File: src/lcs_cmd_map.vh
`ifndef LCS_CMD_MAP_VH
`define LCS_CMD_MAP_VH
// Operation
// Display-mode low nibble zero blanks; bit1 cursor, bit0 blink.
// Display-mode bit2 enables text layer, bit3 enables graphic layer.
// Host enables both layers for combined output or attributes.
// Cursor-pattern low three bits give cursor height minus one.
// Auto-write or auto-read command enters streaming mode.
// Host loads the address pointer before auto commands.
// Streaming advances the address pointer by one per byte.
// Streaming refuses every command except auto-reset.
// Auto-reset ends streaming and restores normal decoding.
// Host polls ready flags between bytes before auto-reset.
// Single write stores operand then increments, decrements or holds pointer.
// Single read fetches byte then increments, decrements or holds pointer.
// Outside streaming host sends one command per byte.
// Host sets the pointer before single data commands.
// Screen peek stacks one combined displayed byte for the host.
// Peek outside graphic area is ignored and sets error flag.
// Screen copy copies one raster line into the graphic area.
// Host avoids screen copy while attributes are in use.
// Host avoids screen copy with dual-scan panels.
// Peek and copy need software column count equal hardware count.
// Bit command bit 3 chooses clear or set.
// Bit command low three bits select exactly one target bit.
// Hold an address pointer loaded by a dedicated command.
// Don't-care command bits are ignored while decoding.
// Bit command is read-modify-write and keeps the pointer.

// ----------------------------------------------------------------------
// Command codes and masks
// ----------------------------------------------------------------------
`define LCS_HI_DISP 4'h9
`define LCS_HI_CURS 5'h14
`define LCS_HI_BIT 4'hf
`define LCS_CMD_AWR 8'hb0
`define LCS_CMD_ARD 8'hb1
`define LCS_CMD_ARST 8'hb2
`define LCS_CMD_WINC 8'hc0
`define LCS_CMD_RINC 8'hc1
`define LCS_CMD_WDEC 8'hc2
`define LCS_CMD_RDEC 8'hc3
`define LCS_CMD_WHLD 8'hc4
`define LCS_CMD_RHLD 8'hc5
`define LCS_CMD_PEEK 8'he0
`define LCS_CMD_COPY 8'he8
`define LCS_CMD_SETPTR 8'h24

// ----------------------------------------------------------------------
// Field positions and reset values
// ----------------------------------------------------------------------
`define LCS_BIT_SETCLR 3
`define LCS_BIT_GFX 3
`define LCS_BIT_TXT 2
`define LCS_BIT_CUR 1
`define LCS_BIT_BLK 0
`define LCS_RST_HEIGHT 3'h0
`define LCS_RST_MODE 4'h0
`endif

File: src/lcs_bit_edit.v
`timescale 1ns/1ps
`include "lcs_cmd_map.vh"
module lcs_bit_edit (
  // Byte and bit command.
  input wire [7:0] byte_in,
  input wire [7:0] cmd,
  // Edited byte.
  output wire [7:0] byte_out
);
  genvar i;
  // Each lane is replaced only when its index matches the selector.
  generate
    for (i = 0; i < 8; i = i + 1) begin : g_lane
      assign byte_out[i] = (cmd[2:0] == i) ? cmd[`LCS_BIT_SETCLR] :
                           byte_in[i];
    end
  endgenerate
endmodule

File: src/lcs_ptr_step.v
`timescale 1ns/1ps
module lcs_ptr_step #(
  parameter AW = 16
) (
  // Pointer in and step request.
  input wire [AW-1:0] ptr,
  input wire inc,
  input wire dec,
  // Stepped pointer.
  output wire [AW-1:0] ptr_next
);
  // Wraps at the top of RAM; an increment wins if both are asked.
  assign ptr_next = inc ? ptr + {{(AW-1){1'b0}}, 1'b1} :
                    dec ? ptr - {{(AW-1){1'b0}}, 1'b1} : ptr;
endmodule

File: src/lcs_seq.v
// Local design decisions: the strobed register port and the register addresses.
`timescale 1ns/1ps
`include "lcs_cmd_map.vh"
module lcs_seq #(
  parameter AW = 16,
  parameter COLS = 32
) (
  // Clock, reset, enable.
  input wire ref_clk,
  input wire rst,
  input wire ce,
  // Host command/data port.
  input wire host_cmd_wr,
  input wire host_dat_wr,
  input wire host_dat_rd,
  input wire [7:0] host_wdata,
  input wire [AW-1:0] ptr_load_val,
  output reg [7:0] host_rdata,
  output reg auto_read_ready_flag,
  output reg auto_write_ready_flag,
  output reg peek_copy_error_flag,
  output reg busy,
  // Display settings.
  input wire [AW-1:0] gfx_home,
  input wire [AW-1:0] gfx_size,
  output reg text_en,
  output reg gfx_en,
  output reg cursor_en,
  output reg blink_en,
  output reg [2:0] cursor_height,
  output reg [AW-1:0] ram_address_pointer,
  // External display RAM.
  output reg [AW-1:0] ram_addr,
  output reg ram_we,
  output reg ram_re,
  output reg [7:0] ram_wdata,
  input wire [7:0] ram_rdata,
  input wire [7:0] disp_rdata
);
  // --------------------------------------------------------------------
  // States
  // --------------------------------------------------------------------
  localparam [2:0] S_IDLE = 3'h0;
  localparam [2:0] S_WOP = 3'h1;
  localparam [2:0] S_RD = 3'h2;
  localparam [2:0] S_BRD = 3'h3;
  localparam [2:0] S_BWR = 3'h4;
  localparam [2:0] S_CRD = 3'h5;
  localparam [2:0] S_CWR = 3'h6;

  reg [2:0] st_q;
  reg [7:0] cmd_q;
  reg [1:0] auto_q;
  reg [7:0] cnt_q;
  reg [7:0] copy_q;
  wire [AW-1:0] ptr_inc;
  wire [AW-1:0] ptr_dec;
  wire [7:0] bit_res;

  // Pointer adders shared by every stepping command.
  lcs_ptr_step #(.AW(AW)) u_inc (
    .ptr(ram_address_pointer),
    .inc(1'b1),
    .dec(1'b0),
    .ptr_next(ptr_inc)
  );
  lcs_ptr_step #(.AW(AW)) u_dec (
    .ptr(ram_address_pointer),
    .inc(1'b0),
    .dec(1'b1),
    .ptr_next(ptr_dec)
  );
  lcs_bit_edit u_bit (
    .byte_in(ram_rdata),
    .cmd(cmd_q),
    .byte_out(bit_res)
  );

  // True when the pointer lies inside the graphic area.
  function in_gfx;
    input [AW-1:0] p;
    input [AW-1:0] home;
    input [AW-1:0] size;
    begin
      in_gfx = (p >= home) && ((p - home) < size);
    end
  endfunction

  // Last byte index of a copied line, cut to the counter width on purpose.
  localparam [31:0] COPY_LAST_W = COLS - 1;
  wire [7:0] copy_last = COPY_LAST_W[7:0];

  // --------------------------------------------------------------------
  // Command sequencer
  // --------------------------------------------------------------------
  // Outputs are all registered; RAM strobes are one-cycle pulses.
  always @(posedge ref_clk or posedge rst) begin
    if (rst) begin
      st_q <= S_IDLE;
      cmd_q <= 8'h00;
      auto_q <= 2'h0;
      cnt_q <= 8'h00;
      copy_q <= 8'h00;
      host_rdata <= 8'h00;
      auto_read_ready_flag <= 1'b0;
      auto_write_ready_flag <= 1'b0;
      peek_copy_error_flag <= 1'b0;
      busy <= 1'b0;
      text_en <= 1'b0;
      gfx_en <= 1'b0;
      cursor_en <= 1'b0;
      blink_en <= 1'b0;
      cursor_height <= `LCS_RST_HEIGHT;
      ram_address_pointer <= {AW{1'b0}};
      ram_addr <= {AW{1'b0}};
      ram_we <= 1'b0;
      ram_re <= 1'b0;
      ram_wdata <= 8'h00;
    end else if (ce) begin
      ram_we <= 1'b0;
      ram_re <= 1'b0;
      case (st_q)
        S_IDLE: begin
          busy <= 1'b0;
          if (auto_q != 2'h0) begin
            // Streaming: only data moves, only auto-reset is decoded.
            if (host_cmd_wr && host_wdata == `LCS_CMD_ARST) begin
              auto_q <= 2'h0;
              auto_read_ready_flag <= 1'b0;
              auto_write_ready_flag <= 1'b0;
            end else if (auto_q[0] && host_dat_wr) begin
              ram_addr <= ram_address_pointer;
              ram_wdata <= host_wdata;
              ram_we <= 1'b1;
              ram_address_pointer <= ptr_inc;
            end else if (auto_q[1] && host_dat_rd) begin
              ram_addr <= ram_address_pointer;
              ram_re <= 1'b1;
              cmd_q <= `LCS_CMD_RINC;
              auto_read_ready_flag <= 1'b0;
              busy <= 1'b1;
              st_q <= S_RD;
            end
            // Any other command byte is dropped here.
          end else if (host_cmd_wr) begin
            cmd_q <= host_wdata;
            peek_copy_error_flag <= 1'b0;
            // Don't-care bits never reach the compares below.
            if (host_wdata[7:4] == `LCS_HI_DISP) begin
              text_en <= host_wdata[`LCS_BIT_TXT];
              gfx_en <= host_wdata[`LCS_BIT_GFX];
              cursor_en <= host_wdata[`LCS_BIT_CUR];
              blink_en <= host_wdata[`LCS_BIT_CUR] &
                          host_wdata[`LCS_BIT_BLK];
            end else if (host_wdata[7:3] == `LCS_HI_CURS) begin
              cursor_height <= host_wdata[2:0];
            end else if (host_wdata[7:4] == `LCS_HI_BIT) begin
              ram_addr <= ram_address_pointer;
              ram_re <= 1'b1;
              busy <= 1'b1;
              st_q <= S_BRD;
            end else begin
              case (host_wdata)
                `LCS_CMD_SETPTR: begin
                  ram_address_pointer <= ptr_load_val;
                end
                `LCS_CMD_AWR: begin
                  auto_q <= 2'h1;
                  auto_write_ready_flag <= 1'b1;
                end
                `LCS_CMD_ARD: begin
                  auto_q <= 2'h2;
                  auto_read_ready_flag <= 1'b1;
                end
                `LCS_CMD_WINC, `LCS_CMD_WDEC, `LCS_CMD_WHLD: begin
                  busy <= 1'b1;
                  st_q <= S_WOP;
                end
                `LCS_CMD_RINC, `LCS_CMD_RDEC, `LCS_CMD_RHLD,
                `LCS_CMD_PEEK: begin
                  if (host_wdata == `LCS_CMD_PEEK &&
                      !in_gfx(ram_address_pointer, gfx_home,
                              gfx_size)) begin
                    peek_copy_error_flag <= 1'b1;
                  end else begin
                    ram_addr <= ram_address_pointer;
                    ram_re <= 1'b1;
                    busy <= 1'b1;
                    st_q <= S_RD;
                  end
                end
                `LCS_CMD_COPY: begin
                  cnt_q <= 8'h00;
                  copy_q <= 8'h00;
                  busy <= 1'b1;
                  st_q <= S_CRD;
                end
                default: begin
                end
              endcase
            end
          end
        end
        S_WOP: begin
          // Operand byte completes the single write.
          if (host_dat_wr) begin
            ram_addr <= ram_address_pointer;
            ram_wdata <= host_wdata;
            ram_we <= 1'b1;
            if (cmd_q == `LCS_CMD_WINC)
              ram_address_pointer <= ptr_inc;
            else if (cmd_q == `LCS_CMD_WDEC)
              ram_address_pointer <= ptr_dec;
            busy <= 1'b0;
            st_q <= S_IDLE;
          end
        end
        S_RD: begin
          // RAM data stand in the cycle after the strobe, so wait it out.
          if (!ram_re) begin
            if (cmd_q == `LCS_CMD_PEEK)
              host_rdata <= disp_rdata;
            else
              host_rdata <= ram_rdata;
            if (cmd_q == `LCS_CMD_RINC)
              ram_address_pointer <= ptr_inc;
            else if (cmd_q == `LCS_CMD_RDEC)
              ram_address_pointer <= ptr_dec;
            if (auto_q[1])
              auto_read_ready_flag <= 1'b1;
            busy <= 1'b0;
            st_q <= S_IDLE;
          end
        end
        S_BRD: begin
          // Same read latency as a plain read before the edited byte.
          if (!ram_re) begin
            ram_addr <= ram_address_pointer;
            ram_wdata <= bit_res;
            ram_we <= 1'b1;
            busy <= 1'b0;
            st_q <= S_IDLE;
          end
        end
        S_CRD: begin
          // Read displayed byte of the line at the source position.
          ram_addr <= ram_address_pointer + {{(AW-8){1'b0}}, cnt_q};
          ram_re <= 1'b1;
          st_q <= S_CWR;
        end
        S_CWR: begin
          if (!ram_re) begin
            ram_addr <= ram_address_pointer + {{(AW-8){1'b0}}, cnt_q};
            ram_wdata <= disp_rdata;
            ram_we <= 1'b1;
            if (cnt_q == copy_last) begin
              busy <= 1'b0;
              st_q <= S_IDLE;
            end else begin
              cnt_q <= cnt_q + 8'h01;
              st_q <= S_CRD;
            end
          end
        end
        default: begin
          st_q <= S_IDLE;
        end
      endcase
    end
  end
endmodule

File: config.mk
export PLATFORM = sky130hd
export DESIGN_NAME = lcs_seq
export DESIGN_NICKNAME = d
export VERILOG_FILES = /design/src/lcs_bit_edit.v /design/src/lcs_ptr_step.v /design/src/lcs_seq.v
export VERILOG_INCLUDE_DIRS = /design/src /design/src/src
export SDC_FILE = /design/constraint.sdc
export NUM_CORES = 1
export LEC_CHECK = 0
export BUFFER_PORTS_ARGS = -buffer_cell sky130_fd_sc_hd__buf_4
export CORE_MARGIN = 2
export CORE_UTILIZATION = 56
export CTS_CLUSTER_SIZE = 25
export DETAILED_ROUTE_END_ITERATION = 10
export HOLD_SLACK_MARGIN = 0.1
export PLACE_DENSITY = 0.86
export SLEW_MARGIN = 20
export SYNTH_ARGS = -nofsm -noshare
export SYNTH_HDL_FRONTEND = slang
export SYNTH_SLANG_ARGS = --single-unit
export TNS_END_PERCENT = 5
File: constraint.sdc
create_clock -name ref_clk -period 4.5 [get_ports ref_clk]
set_clock_uncertainty 0.05 [all_clocks]
set_input_delay 0.45 -clock ref_clk [delete_from_list [all_inputs] [get_ports ref_clk]]
set_output_delay 0.45 -clock ref_clk [all_outputs]
set_load 0.05 [all_outputs]
# After elaboration in Yosys (flattened, before gate mapping)
# Cells that the tools add are included.
# word_totals
regBits,82
word_cells,276
# op_classes
n_addsub,5
n_lt_le_gt_ge,2
n_eq_ne,76
mux,133
bitwise,4
reduce_logical,37
# ops
cell,n
$mux W16,27
$mux W8,20
$eq A8 B8 Y1 const B,16
$pmux W16 S5,1
$mux W1,55
$pmux W16 S3,1
$ne A2 B2 Y1 const B,21
$mux W3,13
$pmux W8 S4,1
$ne A3 B3 Y1 const B,10
$reduce_and A12 Y1,2
$reduce_and A8 Y1,3
$eq A3 B3 Y1 const B,6
$reduce_and A6 Y1,3
$add A16 B1 Y16 const B,1
$add A16 B8 Y16,1
$ge A16 B16 Y1,1
$lt A16 B16 Y1,1
$ne A4 B4 Y1 const B,4
$pmux W8 S2,1
$sub A16 B1 Y16 const B,1
$sub A16 B16 Y16,1
$pmux W3 S5,1
$reduce_and A13 Y1,1
other kinds (35),65

# Depth between registers and ports, before layout
# depth
ltp_word,13
ltp_mapped,20

# Hierarchy
# Synthesis repeated with hierarchy kept, for this count alone.
# hier_totals
hier_cells,960
hier_area_um2,7941.4
# by_module_without_submodules
module,instances,cells_each,area_each_um2,seq_area_each_um2
lcs_seq,1,792,6735.2,2052.0
lcs_ptr_step,2,76,530.5,0.0
lcs_bit_edit,1,16,145.1,0.0

# Least setup slack after synthesis
# No wires, ideal clock.
# synth_path
path_kind,flip-flop to flip-flop
start,register ram_address_pointer[0]
end,register ram_addr[1]
arrival_time_ns,4.305
path_slack_ns,0.020
path_stages_with_launch,21
cell_sequence,dfrtp_1 -> inv_1 -> ha_1 -> fa_1 -> nand2b_1 -> a21oi_1 -> a21o_1 -> a21o_1 -> a21oi_1 -> o21bai_1 -> a21oi_1 -> xnor2_1 -> ha_1 -> nand2_1 -> o21ai_0 -> nor3_1 -> a21oi_1 -> nor4_2 -> o21ai_2 -> buf_6 -> mux2_2
# synth_between
elab_chain_len,7
word_cells_on_any_way,11
# synth_rtl
element,line_no,text
start: declaration,lcs_seq.v:31,"output reg [AW-1:0] ram_address_pointer,"
start signal: assignment,lcs_seq.v:114,ram_address_pointer <= {AW{1'b0}};
start signal: assignment,lcs_seq.v:135,ram_address_pointer <= ptr_inc;
start signal: assignment,lcs_seq.v:165,ram_address_pointer <= ptr_load_val;
$sub A16 B16 Y16,lcs_seq.v:85,in_gfx = (p >= home) && ((p - home) < size);
$lt A16 B16 Y1,lcs_seq.v:85,
$logic_and A1 B1 Y1,lcs_seq.v:85,
$logic_not A1 Y1,lcs_seq.v:182,"!in_gfx(ram_address_pointer, gfx_home,"
$logic_and A1 B1 Y1,lcs_seq.v:181,if (host_wdata == `LCS_CMD_PEEK &&
$ne A4 B4 Y1 (no line),-,
$reduce_and A12 Y1 (no line),-,
end signal: assignment,lcs_seq.v:186,ram_addr <= ram_address_pointer;
end signal: assignment,lcs_seq.v:207,ram_addr <= ram_address_pointer;
end signal: assignment,lcs_seq.v:238,ram_addr <= ram_address_pointer;
end: declaration,lcs_seq.v:33,"output reg [AW-1:0] ram_addr,"
# Parallel ways exist; a longest one is shown, timed or not. The select of a mux whose other input is x is not followed.
# A chain may end at the register's enable or synchronous reset.

# Final worst setup path
# layout_path
start,register ram_address_pointer[0]
end,register ram_addr[4]
# Same word-level chain as after synthesis.

==> metrics.md <==
| Metric | Value |
|---|---|
| Status | `completed` |
| Die Y | `114 um` |
| Crit. End Element | `flop` |
| Crit path arrival time | `4.37 ns` |
| All-Layer GR Usage | `28.8%` |
| Layout area overhead | `20.6%` |
| Logic pwr share | `64.1%` |
| Die X | `114 um` |
| Setup repair bufs after CTS | `0` |
| First-pass GRT wire length | `30000 um` |
| Number of fill cells | `1016` |
| CP most frequent cell | `a21oi_1` |
| Worst Path Max Fanout | `16` |
| Max Clk Rate | `0.238 GHz` |
| Yosys cell types | `68` |
| Seq pwr share | `23.7%` |
| Antenna violations before repair | `0` |
| Switch Pwr | `0.00264 W` |
| # DRC | `0` |
| Die area | `13000 um^2` |
| Slack of the critical path | `0.299 ns` |
| Cts hold-fix bufs | `0` |
| Area of the mapped netlist | `6760 um^2` |
| Inserted Clock Buffers | `9` |
| Worst-Margin Slew | `1.07 ns` |
| Mapped Avg Cell Area | `8.11 um^2` |
| Clk pwr share | `12.2%` |
| Fin. max-slew vios | `0` |
| Crit path kind | `reg2reg` |
| Number of global-route vias before repair | `6138` |
| Nets | `1075` |
| Routed via count | `6765` |
| CTS tree | `built` |
| Hold Violations, Final | `0` |
| Clock sink total | `82` |
| Initial DRT Pass Iterations | `5` |
| Tcrit/Tclk final | `93.4%` |
| Power Density | `642 nW/um^2` |
| Total congestion overflow | `0` |
| Setup TNS | `0 ns` |
| I/O Buffers | `138` |
| Initial Util | `56.8%` |
| Reg clk slew, reported paths | `0.06 ns` |
| Slew headroom | `29.0%` |
| Wire per inst | `16.7 um` |
| Leakage | `3.94 nW` |
| Routed Antenna Nets | `0` |
| Data required time of the worst path | `4.66 ns` |
| Seq/Total Area, Yosys | `30.4%` |
| Synth Register Bits | `82` |
| Pre-CTS setup slack | `0.222 ns` |
| Fin crit period | `4.20 ns` |
| Post-DP Area | `7910 um^2` |
| Critical Path Max Stage Delay | `0.40 ns` |
| Final Util | `68.5%` |
| Core region area | `11900 um^2` |
| Post-Route WL | `18400 um` |
| Layout cells sized above 1 | `21.5%` |
| Number of enable flip-flop cells after synthesis | `0` |
| Clock latency at the later pin of the worst-skew pair | `0.34 ns` |
| Dpl hpwl | `13900 um` |
| Most frequent cells in the layout | `buf_4 (158), o21ai_0 (87), nand2_1 (82), dfrtp_1 (82), nor2_1 (67)` |
| Iteration-0 DRC Markers | `690` |
| Design Area, Final | `8150 um^2` |
| Ys Warns | `0` |
| Most common cell after layout, fill and taps aside | `buf_4` |
| Largest net degree at the start of global routing | `59` |
| RSZ-0062 raised after global routing | `no` |
| RD Place Congestion | `0.902` |
| HP Class | `in2async` |
| Clock buffer depth | `2` |
| MaxCap Viol Count | `0` |
| Vias per inst | `6.14` |
| Core Rows | `40` |
| Peak supply drop | `0.439 mV` |
| Buffers and inverters on the worst path | `2` |
| Ant. Diodes | `0` |
| Ports | `139` |
| Post-CTS resize count | `0` |
| CP max-delay cell | `fa_1` |
| FFs w/ async S/R, synth | `100%` |
| Setup Viol. Count Final | `0` |
| H-tree depth reported by CTS | `3` |
| Internal power | `0.00260 W` |
| Post-synth top flop | `dfrtp_1` |
| Cells after synthesis | `834` |
| Root Driver | `clkbuf_16` |
| Crit path max-delay family | `compound AO/OA/AOI/OAI gates` |
| Syn Nets | `956` |
| Crit start category | `flop` |
| Crit path cell chain | `inv_1 > ha_1 > fa_1 > nand2b_1 > a21oi_1 > a21o_1 > a21o_1 > a21oi_1 > o21bai_1 > a21oi_1 > xnor2_1 > ha_1 > nand2_1 > o21ai_0 > nor3_1 > a21oi_1 > nor4_2 > o21ai_2 > buf_12 > mux2_2` |
| Sw Ratio | `50.4%` |
## final cells by class
type | count | area (um^2) | share of cell area, %
Tap cell | 147 | 184 | 2.26
Clock inverter | 1 | 5.00 | 0.0614
Sequential cell | 82 | 2050 | 25.2
Inverter | 45 | 171 | 2.10
Clock buffer | 12 | 236 | 2.90
Multi-Input combinational cell | 656 | 4300 | 52.7
Timing Repair Buffer | 159 | 1210 | 14.8
## cells by family (layout without fill, tap and decap cells)
logic type	count (synthesis)	count (layout)	share of synthesized area (%)
AO/OA/AOI/OAI	254	254	23.4
XOR/XNOR	36	36	4.66
adder cells (fa/ha/maj)	44	44	8.37
buffers and inverters	96	217	6.05
flip-flops	82	82	30.4
multiplexers	42	42	6.64
AND/OR/NAND/NOR	280	280	20.5
## worst register-to-register path, delay by kind of cell, from the launching register on
family / cells / cell delay [ns]
muxes: 1 / 0.35
DFF: 1 / 0.34
buffers and inverters: 2 / 0.27
AOI/OAI and AO/OA: 9 / 1.63
adders and majority gates: 3 / 0.90
xor gates and xnor gates: 1 / 0.13
and+or+nand+nor: 4 / 0.42
## synth_stat cells (all sizes together), types with 11 or more instances
master    n  area, um^2
nor2b    19         119
a31oi    11        68.8
xor2     16         140
xnor2    20         175
nor2     68         258
nand4    11        68.8
clkbuf   33         125
buf      18         115
ha       42         526
dfrtp    82        2050
mux2     23         259
inv      44         165
nor3     18        90.1
nand2    84         320
o21ai   101         521
nand3    18        90.1
mux2i    19         190
a21oi    54         270
## sequential cells by signal, indices dropped and copies added (netlist names), 2 cells and up
register             flops
host_rdata               8
cnt_q                    8
cmd_q                    8
ram_wdata                8
ram_addr                16
st_q                     3
cursor_height            3
auto_q                   2
ram_address_pointer     16
## final timing paths
check	slack (ns)	endpoint	start	cells after the start
setup / recovery	0.30	ram_addr[4]$_DFFE_PP0P_	ram_address_pointer[0]$_DFFE_PP0P_	20
hold / removal	0.21	host_rdata[6]$_DFFE_PP0P_	rst	2
setup reg to reg	0.30	ram_addr[4]$_DFFE_PP0P_	ram_address_pointer[0]$_DFFE_PP0P_	20
hold reg to reg	0.43	host_rdata[2]$_DFFE_PP0P_	host_rdata[2]$_DFFE_PP0P_	2
max in group asynchronous	3.36	ram_addr[13]$_DFFE_PP0P_	rst	3
min in group ref_clk	0.36	ram_address_pointer[6]$_DFFE_PP0P_	ptr_load_val[6]	3
## per-stage QoR
step	total power [W]	std cells	hold WS, ns
6_report	0.00524	1102	0.206
5_1_grt	0.00561	1102	0.269
4_1_cts	0.00523	1102	0.321
3_5_place_dp	0.00458	1089	0.421
3_3_place_gp	0.00451	1089	0.413
2_1_floorplan	0.00365	834	0.409
## power groups by stage
stage	Clock [W]	Sequential [W]	Combinational, W
after global placement	0	0.00124	0.00327
after global routing	0.000689	0.00128	0.00364
after CTS	0.000652	0.00124	0.00334
after floorplan	0	0.00191	0.00174
final	0.000638	0.00124	0.00336
after detailed placement	0	0.00125	0.00333
## metal layers
layer  vias up  wire length (um)  GRT usage (%)
met5         -                 0              0
met4         0               516           10.7
met3        40              1530           5.05
met2       362              8750           48.4
met1      3129              7580           37.4
li1       3234                 -              -
Note: power is estimated with default switching activity, not from simulation.
